<file path="src/rtl/e1_line_control_pkg.sv">
// constants and carrier types for the e1 line control register pair
// assumes one 250 MHz clock and an 8-bit synchronous host port
`default_nettype none

package e1_line_control_pkg;

    // ========================================================================
    // host port geometry
    localparam int unsigned ADDR_W = 8;
    localparam int unsigned DATA_W = 8;

    // ========================================================================
    // register addresses
    localparam logic [7:0] LINE_LOOPBACK_STORE_CONTROL_ADDR = 8'h15;
    localparam logic [7:0] LINE_DRIVER_PRBS_CONTROL_ADDR    = 8'h16;

    // ========================================================================
    // reset values
    localparam logic [7:0] LINE_LOOPBACK_STORE_CONTROL_RST = 8'h00;
    localparam logic [7:0] LINE_DRIVER_PRBS_CONTROL_RST    = 8'h00;
    localparam logic [7:0] UNMAPPED_READ_VALUE             = 8'h00;
    localparam logic [7:0] MONITOR_DATA_RST                = 8'h00;

    // ========================================================================
    // fields of the first control register
    localparam int unsigned LINE_IFACE_RESET_BIT = 7;
    localparam int unsigned RX_STORE_ALIGN_BIT   = 6;
    localparam int unsigned RX_STORE_RESET_BIT   = 5;
    localparam int unsigned RX_MONITOR_CHAN_MSB  = 4;
    localparam int unsigned RX_MONITOR_CHAN_LSB  = 0;

    // ========================================================================
    // fields of the second control register
    localparam int unsigned LINE_OPEN_DRAIN_SEL_BIT    = 7;
    localparam int unsigned DISCONNECT_PATTERN_GEN_BIT = 6;
    localparam int unsigned SYNC_IFACE_ENABLE_BIT      = 5;
    localparam int unsigned RX_TERMINATION_SEL_BIT     = 4;
    localparam int unsigned TX_PRN_MODE_HI             = 3;
    localparam int unsigned TX_PRN_MODE_LO             = 2;
    localparam int unsigned RX_PRN_MODE_HI             = 1;
    localparam int unsigned RX_PRN_MODE_LO             = 0;

    // ========================================================================
    // elastic store geometry, separation counted in bits
    localparam int unsigned SEP_W              = 9;
    localparam logic [8:0]  FRAME_BITS         = 9'h100;
    localparam logic [8:0]  HALF_FRAME_BITS    = 9'h080;

    // ========================================================================
    // carrier types
    typedef struct packed {
        logic pos;
        logic neg;
    } line_pair_t;

    typedef struct packed {
        logic       wr;
        logic       rd;
        logic [7:0] addr;
        logic [7:0] wdata;
    } host_req_t;

    typedef enum logic [1:0] {
        SYNC_NORMAL_BOTH,
        SYNC_TX_ONLY,
        SYNC_BOTH,
        SYNC_RX_ONLY
    } sync_mode_t;

endpackage : e1_line_control_pkg

`default_nettype wire

</file>
<file path="src/rtl/e1_line_control_regs.sv">
// two common control registers of one e1 channel and the line controls
// assumes inputs synchronous to ref_clk_i and a host that strobes one cycle
// elastic store commands assume a running backplane clock
`default_nettype none

module e1_line_control_regs
    import e1_line_control_pkg::*;
(
    input  wire logic       ref_clk_i,
    input  wire logic       rst_n_i,
    // host port
    input  wire host_req_t  host_req_i,
    output var  logic [7:0] host_rdata_o,
    output var  logic       host_rvalid_o,
    // loopback bit held in the neighbouring control register
    input  wire logic       local_loop_enable_i,
    input  wire logic       tx_sync_signal_sel_i,
    // transmit formatter data and bit strobe
    input  wire line_pair_t tx_data_i,
    input  wire logic       tx_bit_strobe_i,
    // receive line pair
    input  wire line_pair_t rx_line_i,
    // elastic store state, valid while backplane clock runs
    input  wire logic [8:0] rx_store_separation_i,
    // receive timeslot stream
    input  wire logic [4:0] rx_timeslot_i,
    input  wire logic [7:0] rx_slot_data_i,
    input  wire logic       rx_slot_valid_i,
    // outputs
    output var  line_pair_t tx_line_o,
    output var  logic       line_open_drain_sel_o,
    output var  line_pair_t jitter_atten_in_o,
    output var  logic       line_iface_reset_o,
    output var  logic       rx_store_align_o,
    output var  logic       rx_store_reset_o,
    output var  logic [8:0] rx_store_depth_o,
    output var  logic [4:0] rx_monitor_chan_o,
    output var  logic [7:0] rx_monitor_data_reg_o,
    output var  logic       tx_g703_o,
    output var  logic       rx_g703_o,
    output var  logic       rx_termination_sel_o,
    output var  logic [1:0] tx_prn_mode_o,
    output var  logic [1:0] rx_prn_mode_o
);

    // ========================================================================
    // helpers
    function automatic logic rising_write(
        input logic [7:0] old_val,
        input logic [7:0] new_val,
        input int unsigned bit_pos
    );
        rising_write = !old_val[bit_pos] && new_val[bit_pos];
    endfunction : rising_write

    function automatic sync_mode_t sync_decode(
        input logic sync_en,
        input logic tx_sel
    );
        case ({sync_en, tx_sel})
            2'b00:   sync_decode = SYNC_NORMAL_BOTH;
            2'b01:   sync_decode = SYNC_TX_ONLY;
            2'b10:   sync_decode = SYNC_BOTH;
            default: sync_decode = SYNC_RX_ONLY;
        endcase
    endfunction : sync_decode

    // ========================================================================
    // address decode
    logic       wr_ctrl_a;
    logic       wr_ctrl_b;
    logic [7:0] line_loopback_store_control;
    logic [7:0] line_driver_prbs_control;

    assign wr_ctrl_a = host_req_i.wr
        && (host_req_i.addr == LINE_LOOPBACK_STORE_CONTROL_ADDR);
    assign wr_ctrl_b = host_req_i.wr
        && (host_req_i.addr == LINE_DRIVER_PRBS_CONTROL_ADDR);

    // ========================================================================
    // register storage
    always_ff @(posedge ref_clk_i) begin
        if (!rst_n_i) begin
            line_loopback_store_control <= LINE_LOOPBACK_STORE_CONTROL_RST;
        end else if (wr_ctrl_a) begin
            line_loopback_store_control <= host_req_i.wdata;
        end
    end

    always_ff @(posedge ref_clk_i) begin
        if (!rst_n_i) begin
            line_driver_prbs_control <= LINE_DRIVER_PRBS_CONTROL_RST;
        end else if (wr_ctrl_b) begin
            line_driver_prbs_control <= host_req_i.wdata;
        end
    end

    // ========================================================================
    // read port
    always_ff @(posedge ref_clk_i) begin
        if (!rst_n_i) begin
            host_rvalid_o <= 1'b0;
        end else begin
            host_rvalid_o <= host_req_i.rd;
        end
    end

    // read data stands for the one cycle that rvalid is high
    always_ff @(posedge ref_clk_i) begin
        if (!rst_n_i) begin
            host_rdata_o <= UNMAPPED_READ_VALUE;
        end else begin
            if (!host_req_i.rd) begin
                host_rdata_o <= UNMAPPED_READ_VALUE;
            end else begin
                case (host_req_i.addr)
                    LINE_LOOPBACK_STORE_CONTROL_ADDR: begin
                        host_rdata_o <= line_loopback_store_control;
                    end
                    LINE_DRIVER_PRBS_CONTROL_ADDR: begin
                        host_rdata_o <= line_driver_prbs_control;
                    end
                    default: begin
                        host_rdata_o <= UNMAPPED_READ_VALUE;
                    end
                endcase
            end
        end
    end

    // ========================================================================
    // write-edge decode
    logic line_iface_rise;
    logic store_align_rise;
    logic store_reset_rise;
    logic separation_short;

    assign line_iface_rise = wr_ctrl_a && rising_write(
        line_loopback_store_control, host_req_i.wdata,
        LINE_IFACE_RESET_BIT);
    assign store_align_rise = wr_ctrl_a && rising_write(
        line_loopback_store_control, host_req_i.wdata,
        RX_STORE_ALIGN_BIT);
    assign store_reset_rise = wr_ctrl_a && rising_write(
        line_loopback_store_control, host_req_i.wdata,
        RX_STORE_RESET_BIT);
    // pointers already half a frame apart are left alone
    assign separation_short =
        (rx_store_separation_i < HALF_FRAME_BITS);

    // ========================================================================
    // write-edge actions
    always_ff @(posedge ref_clk_i) begin
        if (!rst_n_i) begin
            line_iface_reset_o <= 1'b0;
        end else begin
            line_iface_reset_o <= line_iface_rise;
        end
    end

    // host is expected to write these only with the backplane clock stable
    always_ff @(posedge ref_clk_i) begin
        if (!rst_n_i) begin
            rx_store_align_o <= 1'b0;
        end else begin
            rx_store_align_o <= store_align_rise
                && separation_short;
        end
    end

    always_ff @(posedge ref_clk_i) begin
        if (!rst_n_i) begin
            rx_store_reset_o <= 1'b0;
        end else begin
            rx_store_reset_o <= store_reset_rise;
        end
    end

    // target pointer separation that goes with each store command
    always_ff @(posedge ref_clk_i) begin
        if (!rst_n_i) begin
            rx_store_depth_o <= FRAME_BITS;
        end else if (store_reset_rise) begin
            rx_store_depth_o <= FRAME_BITS;
        end else if (store_align_rise && separation_short) begin
            rx_store_depth_o <= HALF_FRAME_BITS;
        end
    end

    // ========================================================================
    // receive channel monitor
    always_ff @(posedge ref_clk_i) begin
        if (!rst_n_i) begin
            rx_monitor_data_reg_o <= MONITOR_DATA_RST;
        end else if (rx_slot_valid_i && (rx_timeslot_i ==
                     line_loopback_store_control[RX_MONITOR_CHAN_MSB:
                                                 RX_MONITOR_CHAN_LSB])) begin
            rx_monitor_data_reg_o <= rx_slot_data_i;
        end
    end

    // ========================================================================
    // disconnect pattern generator
    logic pattern_bit;
    logic mark_polarity;
    logic pattern_sel;

    assign pattern_sel = line_driver_prbs_control[DISCONNECT_PATTERN_GEN_BIT];

    always_ff @(posedge ref_clk_i) begin
        if (!rst_n_i) begin
            pattern_bit <= 1'b1;
        end else if (tx_bit_strobe_i) begin
            pattern_bit <= !pattern_bit;
        end
    end

    // marks alternate polarity, spaces leave the line idle
    always_ff @(posedge ref_clk_i) begin
        if (!rst_n_i) begin
            mark_polarity <= 1'b0;
        end else if (tx_bit_strobe_i && pattern_bit) begin
            mark_polarity <= !mark_polarity;
        end
    end

    // ========================================================================
    // line transmit and receive paths
    // the driver shows the pattern or the formatter data
    always_ff @(posedge ref_clk_i) begin
        if (!rst_n_i) begin
            tx_line_o <= '0;
        end else if (pattern_sel) begin
            tx_line_o.pos <= pattern_bit && !mark_polarity;
            tx_line_o.neg <= pattern_bit && mark_polarity;
        end else begin
            tx_line_o <= tx_data_i;
        end
    end

    always_ff @(posedge ref_clk_i) begin
        if (!rst_n_i) begin
            jitter_atten_in_o <= '0;
        end else if (local_loop_enable_i) begin
            jitter_atten_in_o <= tx_data_i;
        end else begin
            jitter_atten_in_o <= rx_line_i;
        end
    end

    // ========================================================================
    // static line options
    sync_mode_t sync_mode;

    assign sync_mode = sync_decode(
        line_driver_prbs_control[SYNC_IFACE_ENABLE_BIT],
        tx_sync_signal_sel_i);

    always_ff @(posedge ref_clk_i) begin
        if (!rst_n_i) begin
            tx_g703_o <= 1'b0;
        end else begin
            tx_g703_o <= (sync_mode == SYNC_TX_ONLY)
                      || (sync_mode == SYNC_BOTH);
        end
    end

    always_ff @(posedge ref_clk_i) begin
        if (!rst_n_i) begin
            rx_g703_o <= 1'b0;
        end else begin
            rx_g703_o <= (sync_mode == SYNC_RX_ONLY)
                      || (sync_mode == SYNC_BOTH);
        end
    end

    // levels follow the registers one cycle later
    always_ff @(posedge ref_clk_i) begin
        if (!rst_n_i) begin
            line_open_drain_sel_o <= 1'b0;
        end else begin
            line_open_drain_sel_o <=
                line_driver_prbs_control[LINE_OPEN_DRAIN_SEL_BIT];
        end
    end

    always_ff @(posedge ref_clk_i) begin
        if (!rst_n_i) begin
            rx_termination_sel_o <= 1'b0;
        end else begin
            rx_termination_sel_o <=
                line_driver_prbs_control[RX_TERMINATION_SEL_BIT];
        end
    end

    always_ff @(posedge ref_clk_i) begin
        if (!rst_n_i) begin
            tx_prn_mode_o <= '0;
        end else begin
            tx_prn_mode_o <= line_driver_prbs_control[TX_PRN_MODE_HI:
                TX_PRN_MODE_LO];
        end
    end

    always_ff @(posedge ref_clk_i) begin
        if (!rst_n_i) begin
            rx_prn_mode_o <= '0;
        end else begin
            rx_prn_mode_o <= line_driver_prbs_control[RX_PRN_MODE_HI:
                RX_PRN_MODE_LO];
        end
    end

    always_ff @(posedge ref_clk_i) begin
        if (!rst_n_i) begin
            rx_monitor_chan_o <= '0;
        end else begin
            rx_monitor_chan_o <= line_loopback_store_control[
                RX_MONITOR_CHAN_MSB:RX_MONITOR_CHAN_LSB];
        end
    end

endmodule : e1_line_control_regs

`default_nettype wire

</file>
<file path="config.mk">
export PLATFORM = sky130hd
export DESIGN_NAME = e1_line_control_regs
export DESIGN_NICKNAME = d
export VERILOG_FILES = /design/src/rtl/e1_line_control_pkg.sv /design/src/rtl/e1_line_control_regs.sv
export SDC_FILE = /design/constraint.sdc
export NUM_CORES = 1
export LEC_CHECK = 0
export ABC_CLOCK_PERIOD_IN_PS = 1900
export BUFFER_PORTS_ARGS = -buffer_cell sky130_fd_sc_hd__buf_2
export CORE_UTILIZATION = 28
export DETAILED_ROUTE_END_ITERATION = 6
export SLEW_MARGIN = 20
export SYNTH_ARGS = -nofsm -noshare
export SYNTH_HDL_FRONTEND = slang
export SYNTH_SLANG_ARGS = --single-unit
</file>
<file path="constraint.sdc">
create_clock -name ref_clk_i -period 1.9 [get_ports ref_clk_i]
set_clock_uncertainty 0.2 [all_clocks]
set_input_delay 0.285 -clock ref_clk_i [delete_from_list [all_inputs] [get_ports ref_clk_i]]
set_output_delay 0.285 -clock ref_clk_i [all_outputs]
set_load 0.01 [all_outputs]
</file>
==> reports/metrics.csv, run 1 <==
stage;metric;value;unit
run_status;outcome;finished, final reports clean;
placed_design;hpwlAfterDp;3270;um
power_and_ir_drop;swShare;21.1;%
placed_design;placed_cells;397;
clocking;insertion_delay;0.32;ns
worst_setup_path;required;1.96;ns
worst_setup_path;arrival;1.74;ns
route;initialDrtViolationCount;24;
power_and_ir_drop;p_seq_share;47.9;%
placed_design;place_congestion;0.671;
synthesis;ys_seq_area_share;54.9;%
placed_design;io_buffers;81;
clocking;clock-root-buffer;clkbuf_8;
synthesis;synth_cells;217;
worst_setup_path;crit_path_max_fanout;8;
clocking;clkSinkCount;57;
global_routing;grt_pass1_wl;7420;um
synthesis;ys_types;30;
global_routing;grt_max_degree;18;
timing;hold-worst-slack;0.0172;ns
placed_design;pre_cts_slack;0.0835;ns
cells_and_area;drive_above_1_share;33.1;%
cells_and_area;layout_common_cells;81 x buf_2, 57 x dfxtp_1, 39 x nand2_1;
clocking;htree_levels;3;
synthesis;yosysWarnings;0;
clocking;cts_max_path_buffers;2;
floorplan;die_h;88.2;um
hold_path;worst_hold_path.num_cells;3;
synthesis;avgSynthCellArea;9.58;um2
synthesis;netlist_area;2080;um2
clocking;cts_tree;built;
route;ant_nets;0;
synthesis;synth-edff-count;0;
timing;finalSetupViolations;0;
global_routing;grt.overflow.total;0;
cells_and_area;num-nets-final;373;
timing;finalCriticalPeriod;1.68;ns
synthesis;synthArstFlopShare;0;%
timing;hold_viol_final;0;
clocking;cts_resized;0;
clocking;cts_setup_buffers;0;
clocking;clkTransAtPathRegs;0.06;ns
power_and_ir_drop;p_per_area;852;nW/um2
cells_and_area;fillerInstances;737;
route;wire_per_inst;10.8;um
global_routing;grt_pass1_vias;1655;
hold_path;hold_class;in2reg;
synthesis;ys_ff_latch;57;
cells_and_area;finish.utilization;41.3;%
cells_and_area;final_cells;425;
power_and_ir_drop;p_clk_share;45.8;%
timing;rsz0062_at_grt;false;
power_and_ir_drop;irDropWorstVdd;0.000356;V
floorplan;die_w;88.2;um
clocking;numCtsBuffers;9;
placed_design;dpl_cell_area;2650;um2
power_and_ir_drop;internal-power;2.01;mW
power_and_ir_drop;p_leak;1.38;nW
cells_and_area;layout_commonest_cell;buf_2;
route;drt_first_pass_iters;4;
route;drt_wl_total;4610;um
power_and_ir_drop;power_frac_comb;6.3;%
floorplan;dieArea;7780;um2
timing;post-route-period-util;88.3;%
cells_and_area;area_delta_synth_final;43.3;%
power_and_ir_drop;power.total;2.54;mW
floorplan;io-pin-count;96;
clocking;cts_hold_buf;12;
worst_setup_path;crit_type;reg2reg;
floorplan;coreArea;7210;um2
timing;drv_slew;0;
worst_setup_path;rr_worst_depth;5;
global_routing;antenna_found_initial;0;
floorplan;start_util;28.8;%
flow_run;maxCapViolations;0;
synthesis;synth_top_flop_cell;dfxtp_1;
route;num_vias;1772;
cells_and_area;stdcell_area;2980;um2
global_routing;grt_usage;13.0;%
power_and_ir_drop;switching_power;0.535;mW
timing;setup_tns;0;ns
floorplan;rows;31;
worst_setup_path;cp-end-kind;register;
timing;fmax;596;MHz
timing;finalWorstSetupSlack;0.222;ns
worst_setup_path;crit_path_start_kind;register;
cells_and_area;n_antenna_cell;0;
route;drc;0;
route;avgViaCountPerCell;4.17;
-- flip-flops by register name (all words and copies together), names as in the netlist, 5 cells and up --
register                     count
line_loopback_store_control      8
host_rdata_o                     8
line_driver_prbs_control         8
rx_monitor_chan_o                5
rx_monitor_data_reg_o            8
-- worst paths after layout --
check	startpoint	endpoint	slack, ns
max	line_loopback_store_control[2]	rx_monitor_data_reg_o[2]	0.22
min reg2reg	rx_store_depth_o[7]	rx_store_depth_o[7]	0.25
max reg2reg	line_loopback_store_control[2]	rx_monitor_data_reg_o[2]	0.22
min	tx_data_i[0]	jitter_atten_in_o[0]	0.02
-- Yosys cell counts, types with 4 or more instances --
library cell  number  area share [%]
inv_1              4            0.72
mux2i_1           10             4.8
buf_4              7             2.5
clkbuf_1           7             1.3
dfxtp_1           57              55
nand2_1           39             7.0
o21ai_0           17             4.1
xor2_1             5             2.1
a22oi_1            8             2.9
nand2b_1           4             1.2
nor2_1            15             2.7
nand3_1            6             1.4
and2_1            11             3.3
-- cell families (layout without fill, tap and decap cells) --
| logic type | after synthesis | in the layout | synth area share (%) |
|---|---|---|---|
| multiplexers | 10 | 10 | 4.81 |
| flip-flops | 57 | 57 | 54.9 |
| XOR/XNOR | 7 | 7 | 2.95 |
| adder cells (fa/ha/maj) | 2 | 2 | 1.20 |
| buffers and inverters | 19 | 122 | 4.75 |
| AND/OR/NAND/NOR | 92 | 92 | 23.2 |
| AO/OA/AOI/OAI | 29 | 29 | 8.06 |
| other | 1 | 7 | 0.180 |
-- area by class of cell --
cell class                      instances  area, um2  area share [%]
Tap cell                               99        124            4.16
Multi-Input combinational cell        147        862            28.9
Inverter                                4       15.0           0.504
Clock buffer                           14        173            5.79
Sequential cell                        57       1140            38.3
Timing Repair Buffer                  102        631            21.2
Clock inverter                          2       35.0            1.18
-- power groups by stage --
stage                     clock network [mW]  registers, mW  logic [mW]
after floorplan                            0           1.25      0.0760
after global placement                     0           1.24       0.141
after detailed placement                   0           1.24       0.143
after CTS                               1.21           1.22       0.163
after global routing                    1.26           1.22       0.180
final                                   1.16           1.22       0.161
-- critical path: stages (launching register included) --
cell and delay [ns]:
dfxtp_1 0.33, xor2_1 0.16, nor4_1 0.31, and3_1 0.28, buf_12 0.15, mux2i_1 0.17
-- metal layers --
metal	wire length [um]	global-route usage, %
met5	0	0
met4	130	8.80
met3	275	3.49
met2	2200	22.2
met1	2000	13.9
No activity file was read; power rests on OpenSTA's default activity.
==> run 2: changes to the inputs <==
--- a/config.mk
+++ b/config.mk
@@ -9,6 +9,7 @@
 export BUFFER_PORTS_ARGS = -buffer_cell sky130_fd_sc_hd__buf_2
 export CORE_UTILIZATION = 28
 export DETAILED_ROUTE_END_ITERATION = 6
+export GPL_TIMING_DRIVEN = 0
 export SLEW_MARGIN = 20
 export SYNTH_ARGS = -nofsm -noshare
 export SYNTH_HDL_FRONTEND = slang
==> reports/metrics.csv, run 2 (same netlist as run 1, synthesis figures left out) <==
stage;metric;value;unit;change
run_status;outcome;finished, final reports clean;;unchanged
clocking;cts_tree;built;;unchanged
timing;finalCriticalPeriod;1.75;ns;was 1.68 ns
global_routing;grt.overflow.total;0;;unchanged
route;drt_first_pass_iters;4;;unchanged
hold_path;whs_endpoint;jitter_atten_in_o[0];;unchanged
timing;fmax;570;MHz;was 596 MHz
worst_setup_path;cpPeakStageDelay;0.34;ns;was 0.33 ns
timing;relSlewSlack;66.4;%;
global_routing;antenna_found_initial;0;;unchanged
placed_design;io_buffers;80;;was 81
hold_path;worst_hold_path.num_cells;3;;unchanged
clocking;cts_max_path_buffers;2;;unchanged
timing;post-route-period-util;92.3;%;was 88.3%
floorplan;dieArea;7780;um2;unchanged
clocking;clock-root-buffer;clkbuf_8;;unchanged
global_routing;grt_pass1_vias;1622;;was 1,655
timing;rsz0062_at_grt;false;;unchanged
worst_setup_path;crit_path_max_fanout;8;;unchanged
flow_run;maxCapViolations;0;;unchanged
worst_setup_path;required;1.96;ns;about the same
timing;finalSetupViolations;0;;unchanged
floorplan;die_w;88.2;um;unchanged
worst_setup_path;slowest_stage;dfxtp_1;;unchanged
placed_design;hpwlAfterDp;3480;um;was 3270 um
clocking;clkTransAtPathRegs;0.07;ns;was 0.06 ns
clocking;cts_setup_buffers;0;;unchanged
floorplan;die_h;88.2;um;unchanged
clocking;clkSinkCount;57;;unchanged
worst_setup_path;rr_worst_depth;5;;unchanged
cells_and_area;num-nets-final;377;;was 373
global_routing;grt_max_degree;11;;was 18
worst_setup_path;r2r_start;line_loopback_store_control[2];;unchanged
hold_path;hold_start;tx_data_i[0];;unchanged
global_routing;grt_pass1_wl;7630;um;was 7420 um
placed_design;place_congestion;0.694;;was 0.671
cells_and_area;area_delta_synth_final;40.1;%;was 43.3%
power_and_ir_drop;irDropWorstVdd;0.000247;V;was 0.000356 V
cells_and_area;stdcell_area;2910;um2;was 2980 um2
cells_and_area;n_antenna_cell;0;;unchanged
route;wire_per_inst;11.4;um;was 10.8 um
cells_and_area;final_cells;429;;was 425
worst_setup_path;r2r-end;rx_monitor_data_reg_o[0];;was rx_monitor_data_reg_o[2]
worst_setup_path;arrival;1.81;ns;was 1.74 ns
worst_setup_path;worstSetupStartpoint;line_loopback_store_control[2];;unchanged
worst_setup_path;ff2ff_setup_slack;0.15;ns;was 0.22 ns
floorplan;io-pin-count;96;;unchanged
timing;worst_pin_slew;0.503;ns;
route;num_vias;1773;;was 1,772
route;initialDrtViolationCount;65;;was 24
route;drc;0;;unchanged
clocking;htree_levels;3;;unchanged
timing;drv_slew;0;;unchanged
power_and_ir_drop;p_per_area;816;nW/um2;was 852 nW/um2
worst_setup_path;path_delay_family;simple AND/OR/NAND/NOR gates;;unchanged
route;drt_wl_total;4870;um;was 4610 um
clocking;numCtsBuffers;9;;unchanged
placed_design;placed_cells;402;;was 397
worst_setup_path;crit_path_start_kind;register;;unchanged
timing;hold_viol_final;0;;unchanged
power_and_ir_drop;p_leak;1.36;nW;was 1.38 nW
cells_and_area;layout_commonest_cell;buf_2;;unchanged
floorplan;rows;31;;unchanged
floorplan;coreArea;7210;um2;unchanged
clocking;insertion_delay;0.33;ns;was 0.32 ns
route;avgViaCountPerCell;4.13;;was 4.17
cells_and_area;drive_above_1_share;32.1;%;was 33.1%
global_routing;grt_usage;13.3;%;was 13.0%
worst_setup_path;crit_buf_inv;1;;unchanged
floorplan;start_util;28.8;%;unchanged
worst_setup_path;crit_type;reg2reg;;unchanged
worst_setup_path;cp-end-kind;register;;unchanged
placed_design;dpl_cell_area;2630;um2;was 2650 um2
worst_setup_path;crit_chain;xor2_1 -> nor4_1 -> and3_1 -> clkbuf_4 -> mux2i_1;;was xor2_1 -> nor4_1 -> and3_1 -> buf_12 -> mux2i_1
hold_path;hold_class;in2reg;;unchanged
cells_and_area;layout_common_cells;80 x buf_2, 57 x dfxtp_1, 39 x nand2_1;;was 81 x buf_2, 57 x dfxtp_1, 39 x nand2_1
route;ant_nets;0;;unchanged
## run 2: worst max path at each step
stage,cells after the start,to,slack (ns)
after floorplan,4,host_rdata_o[0],0.27
after global placement,6,line_driver_prbs_control[4],-0.12
after detailed placement,6,line_driver_prbs_control[4],-0.1
after CTS,5,rx_monitor_data_reg_o[4],0.07
after global routing,5,rx_monitor_data_reg_o[0],0.03
final,5,rx_monitor_data_reg_o[0],0.15
## run 2: through the flow
step	power, mW	hold WS [ns]	worst slack (ns)	utilization (%)	TNS, ns
floorplan	1.32	0.202	0.269	-	0
global placement	1.39	0.237	-0.115	36.4	-2.04
detailed placement	1.40	0.246	-0.0957	36.4	-1.85
CTS	2.41	0.00544	0.0690	40.3	0
global route	2.48	0.0147	0.0299	40.4	0
finish	2.38	0.00898	0.146	40.4	0
## run 2: power breakdown
group	switching [mW]	internal, mW
Clock	0.454	0.538
Sequential	0.00707	1.21
Combinational	0.0808	0.0874
Total	0.542	1.84
## run 2: routing by layer
metal	vias to the layer above	track usage (%)	wire length (um)
li1	928	-	-
met1	780	15.2	2140
met2	58	22.6	2350
met3	7	3.30	278
met4	0	7.48	98
met5	-	0	0
## run 2: worst register-to-register path: cells and delay by family (launching register included)
kind | cells | cell delay [ns]
simple gates | 2 | 0.56
flops | 1 | 0.34
buf+inv | 1 | 0.23
mux | 1 | 0.19
xor+xnor | 1 | 0.16
## run 2: cell type report
type,instances,area [um2]
multi-input combinational,147,862
clock inverter,3,15.0
sequential,57,1140
fill,775,4300
tap,99,124
clock buffer,13,159
timing repair buffer,91,510
buffer,15,86.3
inverter,4,15.0
## run 2: timing repair
| action | CTS | global route |
|---|---|---|
| endpoints found under the setup margin | 0 | 7 |
| endpoints found under the hold margin | 11 | 0 |
| resized for setup | 0 | 1 |
| hold buffers | 11 | 0 |
